**src/rtl/nvac_pkg.sv**
```systemverilog
// Constants, register map and timing for the data storage access controller.
// Assumes an APB slave with 32-bit data and byte-addressed word registers.
package nvac_pkg;
  // Register indices; the bus byte address is four times the index
  localparam logic [11:0] IDX_DATA = 12'h008;
  localparam logic [11:0] IDX_PTR = 12'h009;
  localparam logic [11:0] IDX_CTRL = 12'h088;
  localparam logic [11:0] IDX_UNLK = 12'h089;
  localparam logic [11:0] OFS_DATA = IDX_DATA << 2;
  localparam logic [11:0] OFS_PTR = IDX_PTR << 2;
  localparam logic [11:0] OFS_CTRL = IDX_CTRL << 2;
  localparam logic [11:0] OFS_UNLK = IDX_UNLK << 2;
  localparam logic [11:0] OFS_IRQ_STAT = 12'h100;
  localparam logic [11:0] OFS_IRQ_EN = 12'h104;
  localparam logic [11:0] OFS_IRQ_CLR = 12'h108;
  localparam int DEPTH = 64;
  localparam int ADDR_W = 6;
  localparam int BIT_RD = 0;
  localparam int BIT_WR = 1;
  localparam int BIT_PERMIT = 2;
  localparam int BIT_ABORT = 3;
  localparam int BIT_DONE = 4;
  localparam logic [7:0] UNLOCK_1 = 8'h55;
  localparam logic [7:0] UNLOCK_2 = 8'haa;
  localparam logic [7:0] CELL_RESET = 8'hff;
  localparam int CLK_MHZ = 200;
  localparam int WRITE_US = 4;
  localparam int WRITE_CYC = WRITE_US * CLK_MHZ;
  localparam int PWRUP_MS = 72;
  localparam int PWRUP_CYC = PWRUP_MS * 1000 * CLK_MHZ;
  localparam int ERASE_CYC = WRITE_CYC / 2;
  typedef enum logic [2:0] {
    ST_IDLE = 3'b001,
    ST_ERASE = 3'b010,
    ST_PROG = 3'b100
  } nvac_state_t;
  typedef enum logic [2:0] {
    UL_NONE = 3'b001,
    UL_FIRST = 3'b010,
    UL_ARMED = 3'b100
  } nvac_unlock_t;
endpackage : nvac_pkg

```
**src/rtl/nvac_array.sv**
```systemverilog
// Flip-flop model of the 64-byte storage array with erase and program ports.
// Assumes one controller drives the strobes, at most one per cycle.
`timescale 1ns/1ps
module nvac_array
  import nvac_pkg::*;
(
  input wire logic core_clk_i,
  input wire logic [ADDR_W-1:0] addr_i,
  input wire logic erase_i,
  input wire logic prog_i,
  input wire logic [7:0] wdata_i,
  output logic [7:0] rdata_o
);
  logic [7:0] cell_reg [DEPTH];
  assign rdata_o = cell_reg[addr_i];
  // ----------------------------------------------------------------------
  // Cells
  // ----------------------------------------------------------------------
  always_ff @(posedge core_clk_i)
  begin
    if (erase_i)
    begin
      cell_reg[addr_i] <= CELL_RESET;
    end
    else if (prog_i)
    begin
      cell_reg[addr_i] <= wdata_i;
    end
  end
endmodule : nvac_array

```
**src/rtl/nvac_top.sv**
```systemverilog
// Access controller: APB registers, unlock sequence, self-timed writes.
// Assumes asynchronous reset and watchdog events; programmer on this clock.
`timescale 1ns/1ps
module nvac_top
  import nvac_pkg::*;
#(
  parameter int PWRUP_CYCLES = PWRUP_CYC,
  parameter int WRITE_CYCLES = WRITE_CYC
)
(
  input wire logic core_clk_i,
  input wire logic rst_b_i,
  input wire logic power_on_i,
  input wire logic external_reset_pin_i,
  input wire logic watchdog_timeout_i,
  input wire logic code_protect_i,
  input wire logic prog_req_i,
  input wire logic [ADDR_W-1:0] prog_addr_i,
  output logic [7:0] prog_rdata_o,
  input wire logic psel_i,
  input wire logic penable_i,
  input wire logic pwrite_i,
  input wire logic [11:0] paddr_i,
  input wire logic [31:0] pwdata_i,
  input wire logic [3:0] pstrb_i,
  output logic [31:0] prdata_o,
  output logic pready_o,
  output logic pslverr_o,
  output logic irq_o
);
  import nvac_pkg::*;
  // ----------------------------------------------------------------------
  // State
  // ----------------------------------------------------------------------
  nvac_state_t state_reg;
  nvac_state_t state_next;
  nvac_unlock_t unl_reg;
  nvac_unlock_t unl_next;
  logic [7:0] data_reg;
  logic [7:0] data_next;
  logic [7:0] ptr_reg;
  logic [7:0] ptr_next;
  logic [7:0] wlatch_reg;
  logic [ADDR_W-1:0] alatch_reg;
  logic permit_reg;
  logic permit_next;
  logic abort_reg;
  logic abort_next;
  logic done_reg;
  logic done_next;
  logic rd_reg;
  logic [31:0] tmr_reg;
  logic [31:0] tmr_next;
  logic [31:0] pwr_reg;
  logic [1:0] irq_en_reg;
  logic [1:0] irq_en_next;
  logic [7:0] prog_rdata_reg;
  logic [31:0] prdata_reg;
  logic [1:0] ext_sync_reg;
  logic [1:0] wdog_sync_reg;
  logic [1:0] irq_stat;
  logic [1:0] irq_pend;
  // ----------------------------------------------------------------------
  // Reset event synchronisers
  // ----------------------------------------------------------------------
  always_ff @(posedge core_clk_i)
  begin
    ext_sync_reg <= {ext_sync_reg[0], external_reset_pin_i};
    wdog_sync_reg <= {wdog_sync_reg[0], watchdog_timeout_i};
  end
  wire reset_hit = ext_sync_reg[1] || wdog_sync_reg[1];
  wire por_hit = !rst_b_i && power_on_i;
  wire warm_hit = !rst_b_i && !power_on_i;
  // ----------------------------------------------------------------------
  // Bus decode
  // ----------------------------------------------------------------------
  wire acc = psel_i && penable_i;
  wire wr_acc = acc && pwrite_i && pstrb_i[0];
  wire rd_acc = acc && !pwrite_i;
  wire hit_data = paddr_i == OFS_DATA;
  wire hit_ptr = paddr_i == OFS_PTR;
  wire hit_ctrl = paddr_i == OFS_CTRL;
  wire hit_unlk = paddr_i == OFS_UNLK;
  wire hit_stat = paddr_i == OFS_IRQ_STAT;
  wire hit_en = paddr_i == OFS_IRQ_EN;
  wire hit_clr = paddr_i == OFS_IRQ_CLR;
  wire mapped = hit_data | hit_ptr | hit_ctrl | hit_unlk | hit_stat | hit_en
              | hit_clr;
  wire [7:0] wb = pwdata_i[7:0];
  wire busy = state_reg != ST_IDLE;
  wire pwr_running = pwr_reg != 32'h0;
  wire wr_ctrl = wr_acc && hit_ctrl;
  wire wr_unlk = wr_acc && hit_unlk;
  wire set_rd = wr_ctrl && wb[BIT_RD];
  wire set_wr = wr_ctrl && wb[BIT_WR];
  wire start_wr = set_wr && permit_reg && (unl_reg == UL_ARMED) && !busy
                && !pwr_running;
  wire tmr_end = tmr_reg == 32'h0;
  wire fin_erase = (state_reg == ST_ERASE) && tmr_end;
  wire fin_prog = (state_reg == ST_PROG) && tmr_end;
  wire [31:0] erase_len = 32'((WRITE_CYCLES / 2 < 1) ? 1 : WRITE_CYCLES / 2);
  wire abort_set = busy && reset_hit;
  wire abort_clr = (wr_ctrl && !wb[BIT_ABORT])
                 || (wr_acc && hit_clr && wb[0]);
  wire done_clr = (wr_ctrl && !wb[BIT_DONE])
                || (wr_acc && hit_clr && wb[1]);
  // ----------------------------------------------------------------------
  // Array port
  // ----------------------------------------------------------------------
  logic [7:0] arr_rdata;
  wire [ADDR_W-1:0] arr_addr = busy ? alatch_reg
                             : (prog_req_i ? prog_addr_i
                             : ptr_reg[ADDR_W-1:0]);
  wire ptr_in_range = ptr_reg[7:ADDR_W] == 2'b00;
  wire prog_ok = prog_req_i && !code_protect_i && !busy;
  nvac_array nvac_array_i (
    .core_clk_i(core_clk_i),
    .addr_i(arr_addr),
    .erase_i(fin_erase),
    .prog_i(fin_prog),
    .wdata_i(wlatch_reg),
    .rdata_o(arr_rdata)
  );
  // ----------------------------------------------------------------------
  // Next state
  // ----------------------------------------------------------------------
  always_comb
  begin
    state_next = state_reg;
    tmr_next = tmr_reg;
    unique case (state_reg)
      ST_IDLE:
      begin
        if (start_wr)
        begin
          state_next = ST_ERASE;
          tmr_next = erase_len;
        end
      end
      ST_ERASE:
      begin
        if (tmr_end)
        begin
          state_next = ST_PROG;
          tmr_next = 32'(WRITE_CYCLES - WRITE_CYCLES / 2);
        end
        else
        begin
          tmr_next = tmr_reg - 32'h1;
        end
      end
      ST_PROG:
      begin
        if (tmr_end)
        begin
          state_next = ST_IDLE;
        end
        else
        begin
          tmr_next = tmr_reg - 32'h1;
        end
      end
    endcase
  end
  always_comb
  begin
    unl_next = unl_reg;
    if (wr_unlk)
    begin
      if (wb == UNLOCK_1)
      begin
        unl_next = UL_FIRST;
      end
      else if (wb == UNLOCK_2 && unl_reg == UL_FIRST)
      begin
        unl_next = UL_ARMED;
      end
      else
      begin
        unl_next = UL_NONE;
      end
    end
    else if (wr_acc)
    begin
      unl_next = UL_NONE;
    end
  end
  assign permit_next = wr_ctrl ? wb[BIT_PERMIT] : permit_reg;
  assign abort_next = abort_set || (abort_reg && !abort_clr);
  assign done_next = fin_prog || (done_reg && !done_clr);
  assign data_next = rd_reg ? (ptr_in_range ? arr_rdata : 8'h00)
                   : ((wr_acc && hit_data) ? wb : data_reg);
  assign ptr_next = (wr_acc && hit_ptr) ? wb : ptr_reg;
  assign irq_en_next = (wr_acc && hit_en) ? wb[1:0] : irq_en_reg;
  // ----------------------------------------------------------------------
  // Read mux
  // ----------------------------------------------------------------------
  wire [7:0] ctrl_view = {3'b000, done_reg, abort_reg, permit_reg, busy,
                          rd_reg};
  wire [7:0] rmux = hit_data ? data_reg
                  : hit_ptr ? ptr_reg
                  : hit_ctrl ? ctrl_view
                  : hit_stat ? {6'h00, done_reg, abort_reg}
                  : hit_en ? {6'h00, irq_en_reg}
                  : 8'h00;
  // ----------------------------------------------------------------------
  // Sequencer registers
  // ----------------------------------------------------------------------
  always_ff @(posedge core_clk_i)
  begin
    if (!rst_b_i)
    begin
      state_reg <= ST_IDLE;
      tmr_reg <= 32'h0;
      unl_reg <= UL_NONE;
      rd_reg <= 1'b0;
    end
    else
    begin
      state_reg <= state_next;
      tmr_reg <= tmr_next;
      unl_reg <= start_wr ? UL_NONE : unl_next;
      rd_reg <= set_rd && !rd_reg;
    end
  end
  // ----------------------------------------------------------------------
  // Software registers, kept over a warm reset
  // ----------------------------------------------------------------------
  always_ff @(posedge core_clk_i)
  begin
    if (por_hit)
    begin
      permit_reg <= 1'b0;
      data_reg <= 8'h00;
      ptr_reg <= 8'h00;
    end
    else if (rst_b_i)
    begin
      permit_reg <= permit_next;
      data_reg <= data_next;
      ptr_reg <= ptr_next;
    end
  end
  // holding, pointer and permit kept through warm reset
  // ----------------------------------------------------------------------
  // Status flags
  // ----------------------------------------------------------------------
  always_ff @(posedge core_clk_i)
  begin
    if (por_hit)
    begin
      abort_reg <= 1'b0;
      done_reg <= 1'b0;
    end
    else if (warm_hit)
    begin
      abort_reg <= abort_reg | busy;
    end
    else
    begin
      abort_reg <= abort_next;
      done_reg <= done_next;
    end
  end
  // ----------------------------------------------------------------------
  // Power-up write block timer
  // ----------------------------------------------------------------------
  always_ff @(posedge core_clk_i)
  begin
    if (por_hit)
    begin
      pwr_reg <= 32'(PWRUP_CYCLES);
    end
    else if (rst_b_i && pwr_running)
    begin
      pwr_reg <= pwr_reg - 32'h1;
    end
  end
  // ----------------------------------------------------------------------
  // Bus side registers
  // ----------------------------------------------------------------------
  always_ff @(posedge core_clk_i)
  begin
    if (!rst_b_i)
    begin
      irq_en_reg <= 2'b00;
      prdata_reg <= 32'h0;
      prog_rdata_reg <= 8'h00;
    end
    else
    begin
      irq_en_reg <= irq_en_next;
      prdata_reg <= rd_acc ? {24'h0, rmux} : prdata_reg;
      prog_rdata_reg <= prog_ok ? arr_rdata : 8'h00;
    end
  end
  // ----------------------------------------------------------------------
  // Write latch
  // ----------------------------------------------------------------------
  always_ff @(posedge core_clk_i)
  begin
    if (start_wr)
    begin
      wlatch_reg <= data_reg;
      alatch_reg <= ptr_reg[ADDR_W-1:0];
    end
  end
  assign prdata_o = rd_acc ? {24'h0, rmux} : prdata_reg;
  assign pready_o = 1'b1;
  assign pslverr_o = acc && !mapped;
  assign prog_rdata_o = prog_rdata_reg;
  // ----------------------------------------------------------------------
  // Interrupt
  // ----------------------------------------------------------------------
  assign irq_stat = {done_reg, abort_reg};
  for (genvar gi = 0; gi < 2; gi++)
  begin : g_irq
    assign irq_pend[gi] = irq_stat[gi] && irq_en_reg[gi];
  end
  assign irq_o = |irq_pend;
endmodule : nvac_top

```
**config.mk**
```make
export PLATFORM = sky130hd
export DESIGN_NAME = nvac_top
export DESIGN_NICKNAME = d
export VERILOG_FILES = /design/src/rtl/nvac_pkg.sv /design/src/rtl/nvac_array.sv /design/src/rtl/nvac_top.sv
export SDC_FILE = /design/constraint.sdc
export NUM_CORES = 1
export LEC_CHECK = 0
export ABC_AREA = 1
export BUFFER_PORTS_ARGS = -buffer_cell sky130_fd_sc_hd__buf_2
export CORE_MARGIN = 10
export CORE_UTILIZATION = 65
export DETAILED_ROUTE_END_ITERATION = 7
export PLACE_DENSITY = 0.83
export SLEW_MARGIN = 0
export SYNTH_ARGS = -nofsm -noshare
export SYNTH_HDL_FRONTEND = slang
export SYNTH_SLANG_ARGS = --single-unit
```
**constraint.sdc**
```tcl
create_clock -name core_clk_i -period 4.06 [get_ports core_clk_i]
set_clock_uncertainty 0.2 [all_clocks]
set_input_delay 0.406 -clock core_clk_i [delete_from_list [all_inputs] [get_ports core_clk_i]]
set_output_delay 0.406 -clock core_clk_i [all_outputs]
set_load 0.01 [all_outputs]
```
== Word level (Yosys, flattened, before mapping) ==
Memories as Yosys holds them, arrays and structs flattened.
Index checks and enable logic that the tools add are counted.

* Memory bits (writable): 512
* Register bits: 150
* Memories: 1
* Output and inout port bits: 43
* ROM bits: 0
* Bits of input ports: 64
* Latch bits: 0
* Logic and storage cells: 143

* Reductions and logical operators: 65
* Bitwise operators: 9
* Shift operators: 0
* Mux-type cells: 30
* Magnitude comparators: 0
* Divide/modulo/power cells: 0
* Equality and inequality tests: 19
* Add/subtract/negate cells: 2
* Multipliers: 0

{| class="wikitable"
|+ Memory list
! memory !! words !! bits a word !! read ports !! clocked after Yosys merged registers in !! wr ports !! RTL line !! text
|-
| nvac_array_i.cell_reg || 64 || 8 || 1 || 0 || 1 || nvac_array.sv:14 || <nowiki>logic [7:0] cell_reg [DEPTH];</nowiki>
|}

{| class="wikitable"
|+ Operators by type and width
! kind !! number
|-
| $mux 32 || 4
|-
| $pmux 32 s3 || 1
|-
| $sub 32x1->32 const B || 2
|-
| $mux 8 || 6
|-
| $eq 12x9->1 const B || 3
|-
| $logic_and 1x1->1 || 35
|-
| $logic_not 32->1 || 1
|-
| $reduce_bool 32->1 || 1
|-
| $eq 12x10->1 const B || 2
|-
| $eq 12x6->1 const B || 2
|-
| $mux 3 || 7
|-
| $logic_not 1->1 || 12
|-
| $mux 6 || 2
|-
| $reduce_and 2->1 || 5
|-
| $pmux 3 s3 || 1
|-
| $eq 8x7->1 const B || 1
|-
| $eq 8x8->1 const B || 1
|-
| $ne 2x2->1 const B || 4
|-
| $or 1x1->1 || 8
|-
| $eq 3x2->1 const B || 2
|-
| $eq 3x3->1 const B || 2
|-
| $mux 1 || 6
|-
| $logic_or 1x1->1 || 5
|-
| $mux 5 || 1
|-
| 8 further kinds || 11
|}

== Depth between registers and ports, before layout ==
* Word-level depth: 11
* Mapped depth: 16
* Mapped depth without buffers: 14

== Cells and area by module ==
Synthesis repeated with hierarchy kept, for this count alone.

* Cell total of the unflattened synthesis: 3356
* Area, all modules: 29856.1 um2

{| class="wikitable"
|+ By module, submodules not included
! module !! cells an instance !! sequential area each (um2) !! times used !! area each (um2)
|-
| nvac_array || 2177 || 15374.7 || 1 || 21949.8
|-
| nvac_top || 1179 || 3143.0 || 1 || 7906.3
|}

== Worst setup path before layout ==
Ideal clock, no wire load.

* Path type: reg2reg
* Start: reg tmr_reg[0]
* End: mem nvac_array_i.cell_reg[10][0], enable pin
* Stages on the path, launching flop included: 12
* Path buffers: 1
* Arrival time: 2126 ps
* Data required time: 3490 ps
* Path slack: 1364 ps
* Clock period less this slack: 2696 ps
* Setup time: 370 ps
* Cells stage by stage: dfxtp_1 -> inv_1 -> ha_1 -> nand2_1 -> nor2_1 -> nand2_1 -> nor2_1 -> inv_1 -> clkbuf_1 -> nand2_2 -> nand3_1 -> nor2_1

* Word-level cells in the longest chain between the ends: 6
* Elaborated cells on any way between the ends: 9
* Those cells by class: 5 x mux; 1 x bitwise; 3 x reduce/logical

{| class="wikitable"
|+ RTL lines
! item !! RTL line !! text
|-
| start, declared || nvac_top.sv:52 || <nowiki>logic [31:0] tmr_reg;</nowiki>
|-
| start signal, assigned || nvac_top.sv:221 || <nowiki>tmr_reg <= tmr_next;</nowiki>
|-
| $logic_not 32->1 (*) || nvac_top.sv:98 || <nowiki>wire tmr_end = tmr_reg == 32'h0;</nowiki>
|-
| $logic_and 1x1->1 || nvac_top.sv:100 || <nowiki>wire fin_prog = (state_reg == ST_PROG) && tmr_end;</nowiki>
|-
| $mux 1 || nvac_array.sv:25 || <nowiki>else if (prog_i)</nowiki>
|-
| $mux 1 || nvac_array.sv:21 || <nowiki>if (erase_i)</nowiki>
|-
| $mux 1 (not written as such) || nvac_array.sv:27 || <nowiki>cell_reg[addr_i] <= wdata_i;</nowiki>
|-
| $or 1x1->1 (no line) (*) || - ||
|-
| end, declared || nvac_array.sv:14 ||
|}

Mark *: on every way between the ends. The rest lies on a longest branch, timed or not.

== Final worst setup path ==
* Start: reg state_reg[0]
* End: mem nvac_array_i.cell_reg[2][3], enable pin

* Word-level cells in the longest chain between the ends: 6
* Elaborated cells on any way between the ends: 12
* Those cells by class: 3 x eq/ne; 6 x mux; 1 x bitwise; 2 x reduce/logical

{| class="wikitable"
|+ RTL lines
! item !! RTL line !! text
|-
| start, declared || nvac_top.sv:35 || <nowiki>nvac_state_t state_reg;</nowiki>
|-
| start signal, assigned || nvac_top.sv:220 || <nowiki>state_reg <= state_next;</nowiki>
|-
| $eq 3x3->1 || nvac_top.sv:100 ||
|-
| $logic_and 1x1->1 || nvac_top.sv:100 ||
|-
| $mux 1 || nvac_array.sv:25 ||
|-
| $mux 1 || nvac_array.sv:21 ||
|-
| $mux 1 (not written as such) || nvac_array.sv:27 ||
|-
| $or 1x1->1 (no line) || - ||
|}

Parallel ways exist; a longest one is shown, timed or not.

==> key figures <==
Status
  – Status: complete, no violations

Synthesis
  – Syn Area/Cell: 9.25 um^2
  – Syn Std Cell Area: 29500 um^2
  – Distinct cells, synth: 45
  – Ys Warns: 0
  – Yosys reg bits: 662
  – Net count after synthesis: 3256
  – Async set-reset flop share out of synthesis: 0%
  – Post-synth EDFFs: roughly 530
  – Main synth FF type: edfxtp_1
  – Cells after synthesis: 3190
  – Sequential fraction of the synthesis area: 62.7%

Setup path
  – Setup crit start: state_reg[0]$_SDFFE_PN1P_
  – CP endpoint kind: register
  – Critical Path RT: 4.08 ns
  – Worst-path fanout max: 18
  – Most used cell, CP: buf_4
  – CP max stage cell: nor2_1
  – R2r worst-path depth: 8
  – R2r setup slk: roughly 0.40 ns
  – CP Depth: 8
  – Crit path max-delay family: simple AND/OR/NAND/NOR gates
  – WP data arrival: 3.68 ns
  – Startpoint types: register
  – Buf/Inv on CP: 2
  – Worst-path cell chain: nand3_2 -> nand2_1 -> o21ai_0 -> nor2_4 -> buf_4 -> nand3_1 -> buf_4 -> nor2_1
  – CP max stage delay: 0.67 ns
  – Crit path capture: nvac_array_i.cell_reg[2][3]$_DFFE_PP_
  – FF-to-FF Start: state_reg[0]$_SDFFE_PN1P_
  – R2r endpoint: nvac_array_i.cell_reg[2][3]$_DFFE_PP_
  – Crit path kind: register to register

Detailed routing
  – Drt pass-1 iters: 6
  – Routed via count: between 20k and 25k
  – Initial DRC Count: 3091
  – WL final: 74600 um
  – Wire per inst: ~19 um
  – DR vias/cell: 5.70
  – Antenna-violating nets left: 0
  – Number of remaining DRC errors: 0

Cells and area
  – Max FFs per register: around 500
  – Diodes inserted: 0
  – Fill cells: slightly above 3k
  – Share of cells above drive strength 1: 8.56%
  – Area grow syn2layout: 12.5%
  – Final nets: roughly 3.4k
  – Core Util, Final: 73.5%

STA
  – Final period util: about 90%
  – Post-layout min period: 3.66 ns
  – Final setup violation count: 0
  – RSZ-0062 raised after global routing: no
  – Slew Limit Fails: 0
  – Final hold vios: 0
  – Relative slew slack: 30.5%
  – Setup ws final: 0.397 ns
  – FMAX: around 270 MHz
  – Worst slew pin tran: between 1 and 1.5 ns
  – Setup TNS: 0 ns

Power and ir drop
  – Leakage power: 14.0 nW
  – Internal power: 12.2 mW
  – P_sw: a little under 6 mW
  – Pwr dens: 543 nW/um^2
  – Sequential share of power: 41.1%
  – Comb pwr share: ~24%
  – Sw frac: 32.5%
  – Clk pwr share: 34.6%
  – Worst vdd ir: 0.000385 V

Die
  – Chip width: around 230 um
  – Die area: 54300 um^2
  – Initial core utilization: 65.3%
  – Num rows: 78
  – Ports: 107
  – Core region area: 45200 um^2
  – Die height: around 230 um

Placement
  – Port bufs: 78
  – DP HPWL: 46000 um
  – Pre-CTS setup slack: 0.513 ns
  – Global placement routability congestion: 0.929

Clock tree
  – # clock sinks: 662
  – Total CTS buffers: 69
  – Htree depth: 3
  – CTS tree: done
  – CTS root buf: clkbuf_16
  – Clk_lat worst skew: 0.62 ns
  – Maximum clock insertion buffer count: 3
  – # resized after CTS: 0
  – CTS clock-pin slew for the worst setup and hold paths: 0.06 ns

Global route
  – Initial antenna violation count: 2
  – Total global-route track usage: 27.4%
  – Number of global-route vias before repair: 21.8k
  – First-pass GRT wire length: 117000 um
  – Pin count of the biggest net entering global routing: 80
  – Grt total ovfl: 0

Run
  – Max_cap viols: 0

Min path
  – Hold WC Path Type: input pin to register
## cell usage in the layout (no fill, tap or decap), types with 4 or more instances in the layout
cell           count
a21oi_1           83
a31oi_1            6
buf_12             6
buf_2             78
buf_4             73
bufinv_16          6
clkbuf_1          20
clkbuf_16         72
clkinv_1          13
clkinv_2          12
dfxtp_1          136
dlygate4sd3_1     14
edfxtp_1         526
inv_1            536
nand2_1          869
nand3_1          311
nand3b_1          32
nand4_1           32
nor2_1           263
nor2_4             6
nor3_1            42
nor3b_1            5
nor4_1             8
o2111ai_1         22
o21ai_0           77
o21ai_1           20
or2_2             11
or2_4              4
xnor2_1           17
xor2_1            19
## cells by family (layout without fill, tap and decap cells)
kind of cell / Yosys count / count (layout) / synth area share (%)
AO/OA/AOI/OAI: 228 / 228 / 4.37
flip-flops: 662 / 662 / 62.7
AND/OR/NAND/NOR: 1595 / 1595 / 22.9
adder cells (fa/ha/maj): 2 / 2 / 0.0848
buffers and inverters: 666 / 840 / 8.85
other: 1 / 1 / 0.0127
XOR/XNOR: 36 / 36 / 1.07
## synthesized netlist by cell type, drive strengths merged, types with 3 or more instances
cell type  number  area (um^2)
nand2         873         3290
o22ai           3         18.8
or2            15         93.8
o2111ai        22          193
o21ai          99          503
edfxtp        526        15800
clkbuf         42          158
nor4            8         50.1
nand4          32          200
and2            3         18.8
xnor2          17          149
a21oi          83          415
nor3b           5         37.5
nand3b         32          240
buf            82          420
nor2          269         1020
xor2           19          166
nor3           45          236
nand3         312         1570
inv           540         2030
a31oi           6         37.5
o21bai          3         22.5
dfxtp         136         2720
o221ai          3         26.3
## area by class of cell
type / instances / area, um^2 / share of cell area [%]
Sequential cell: 662 / 18500 / 55.8
Multi-Input combinational cell: 1862 / 8470 / 25.5
Inverter: 542 / 2030 / 6.13
Clock buffer: 93 / 1890 / 5.69
Timing Repair Buffer: 171 / 1200 / 3.61
Tap cell: 600 / 751 / 2.26
Clock inverter: 34 / 335 / 1.01
## worst reg2reg max path: cells and delay by family, from the launching register on
kind	cells	cell delay, ns
AO/OA/AOI/OAI	1	0.23
flip-flops	1	0.42
buffers and inverters	2	0.52
AND/OR/NAND/NOR	5	1.90
## stage by stage
| stage | total power [mW] | hold WS [ns] | instance area [um^2] | instances |
|---|---|---|---|---|
| floorplan | 10.4 | 0.110 | 29500 | 3190 |
| detailed placement | 11.8 | 0.113 | 30800 | 3823 |
| CTS | 18.0 | 0.0405 | 33200 | 3964 |
| finish | 18.0 | 0.0609 | 33200 | 3964 |
| global route | 18.7 | 0.0984 | 33200 | 3964 |
| global placement | 11.7 | 0.117 | 30800 | 3823 |
## routing by layer
metal	vias to the layer above	part of all wire (%)	GRT usage (%)
li1	10600	-	-
met1	10600	39	36.7
met2	1232	47	44.3
met3	204	11	4.99
met4	4	3.2	10.1
met5	-	0.025	0
## how the worst min path moves through the flow
stage	startpoint	endpoint	slack [ns]	cells after the start
after global routing	code_protect_i	prog_rdata_o[6]$_SDFF_PN0_	0.1	4
after CTS	code_protect_i	prog_rdata_o[6]$_SDFF_PN0_	0.04	4
after floorplan	ext_sync_reg[0]$_DFF_P_	ext_sync_reg[1]$_DFF_P_	0.11	0
after global placement	ext_sync_reg[0]$_DFF_P_	ext_sync_reg[1]$_DFF_P_	0.12	0
after detailed placement	ext_sync_reg[0]$_DFF_P_	ext_sync_reg[1]$_DFF_P_	0.11	0
final	code_protect_i	prog_rdata_o[6]$_SDFF_PN0_	0.06	4
## power by group through the flow
stage / registers (mW) / clock network [mW] / logic [mW]
global placement: 7.55 / 0 / 4.11
floorplan: 7.53 / 0 / 2.88
CTS: 7.41 / 6.26 / 4.28
detailed placement: 7.55 / 0 / 4.22
global route: 7.42 / 6.54 / 4.77
finish: 7.41 / 6.24 / 4.38
## what timing repair did
action / in CTS / in global routing
endpoints found under the setup margin: 0 / 0
setup buffers: 0 / 0
endpoints found under the hold margin: 28 / 0
hold buffers: 14 / 0
No activity file was read; power rests on OpenSTA's default activity.
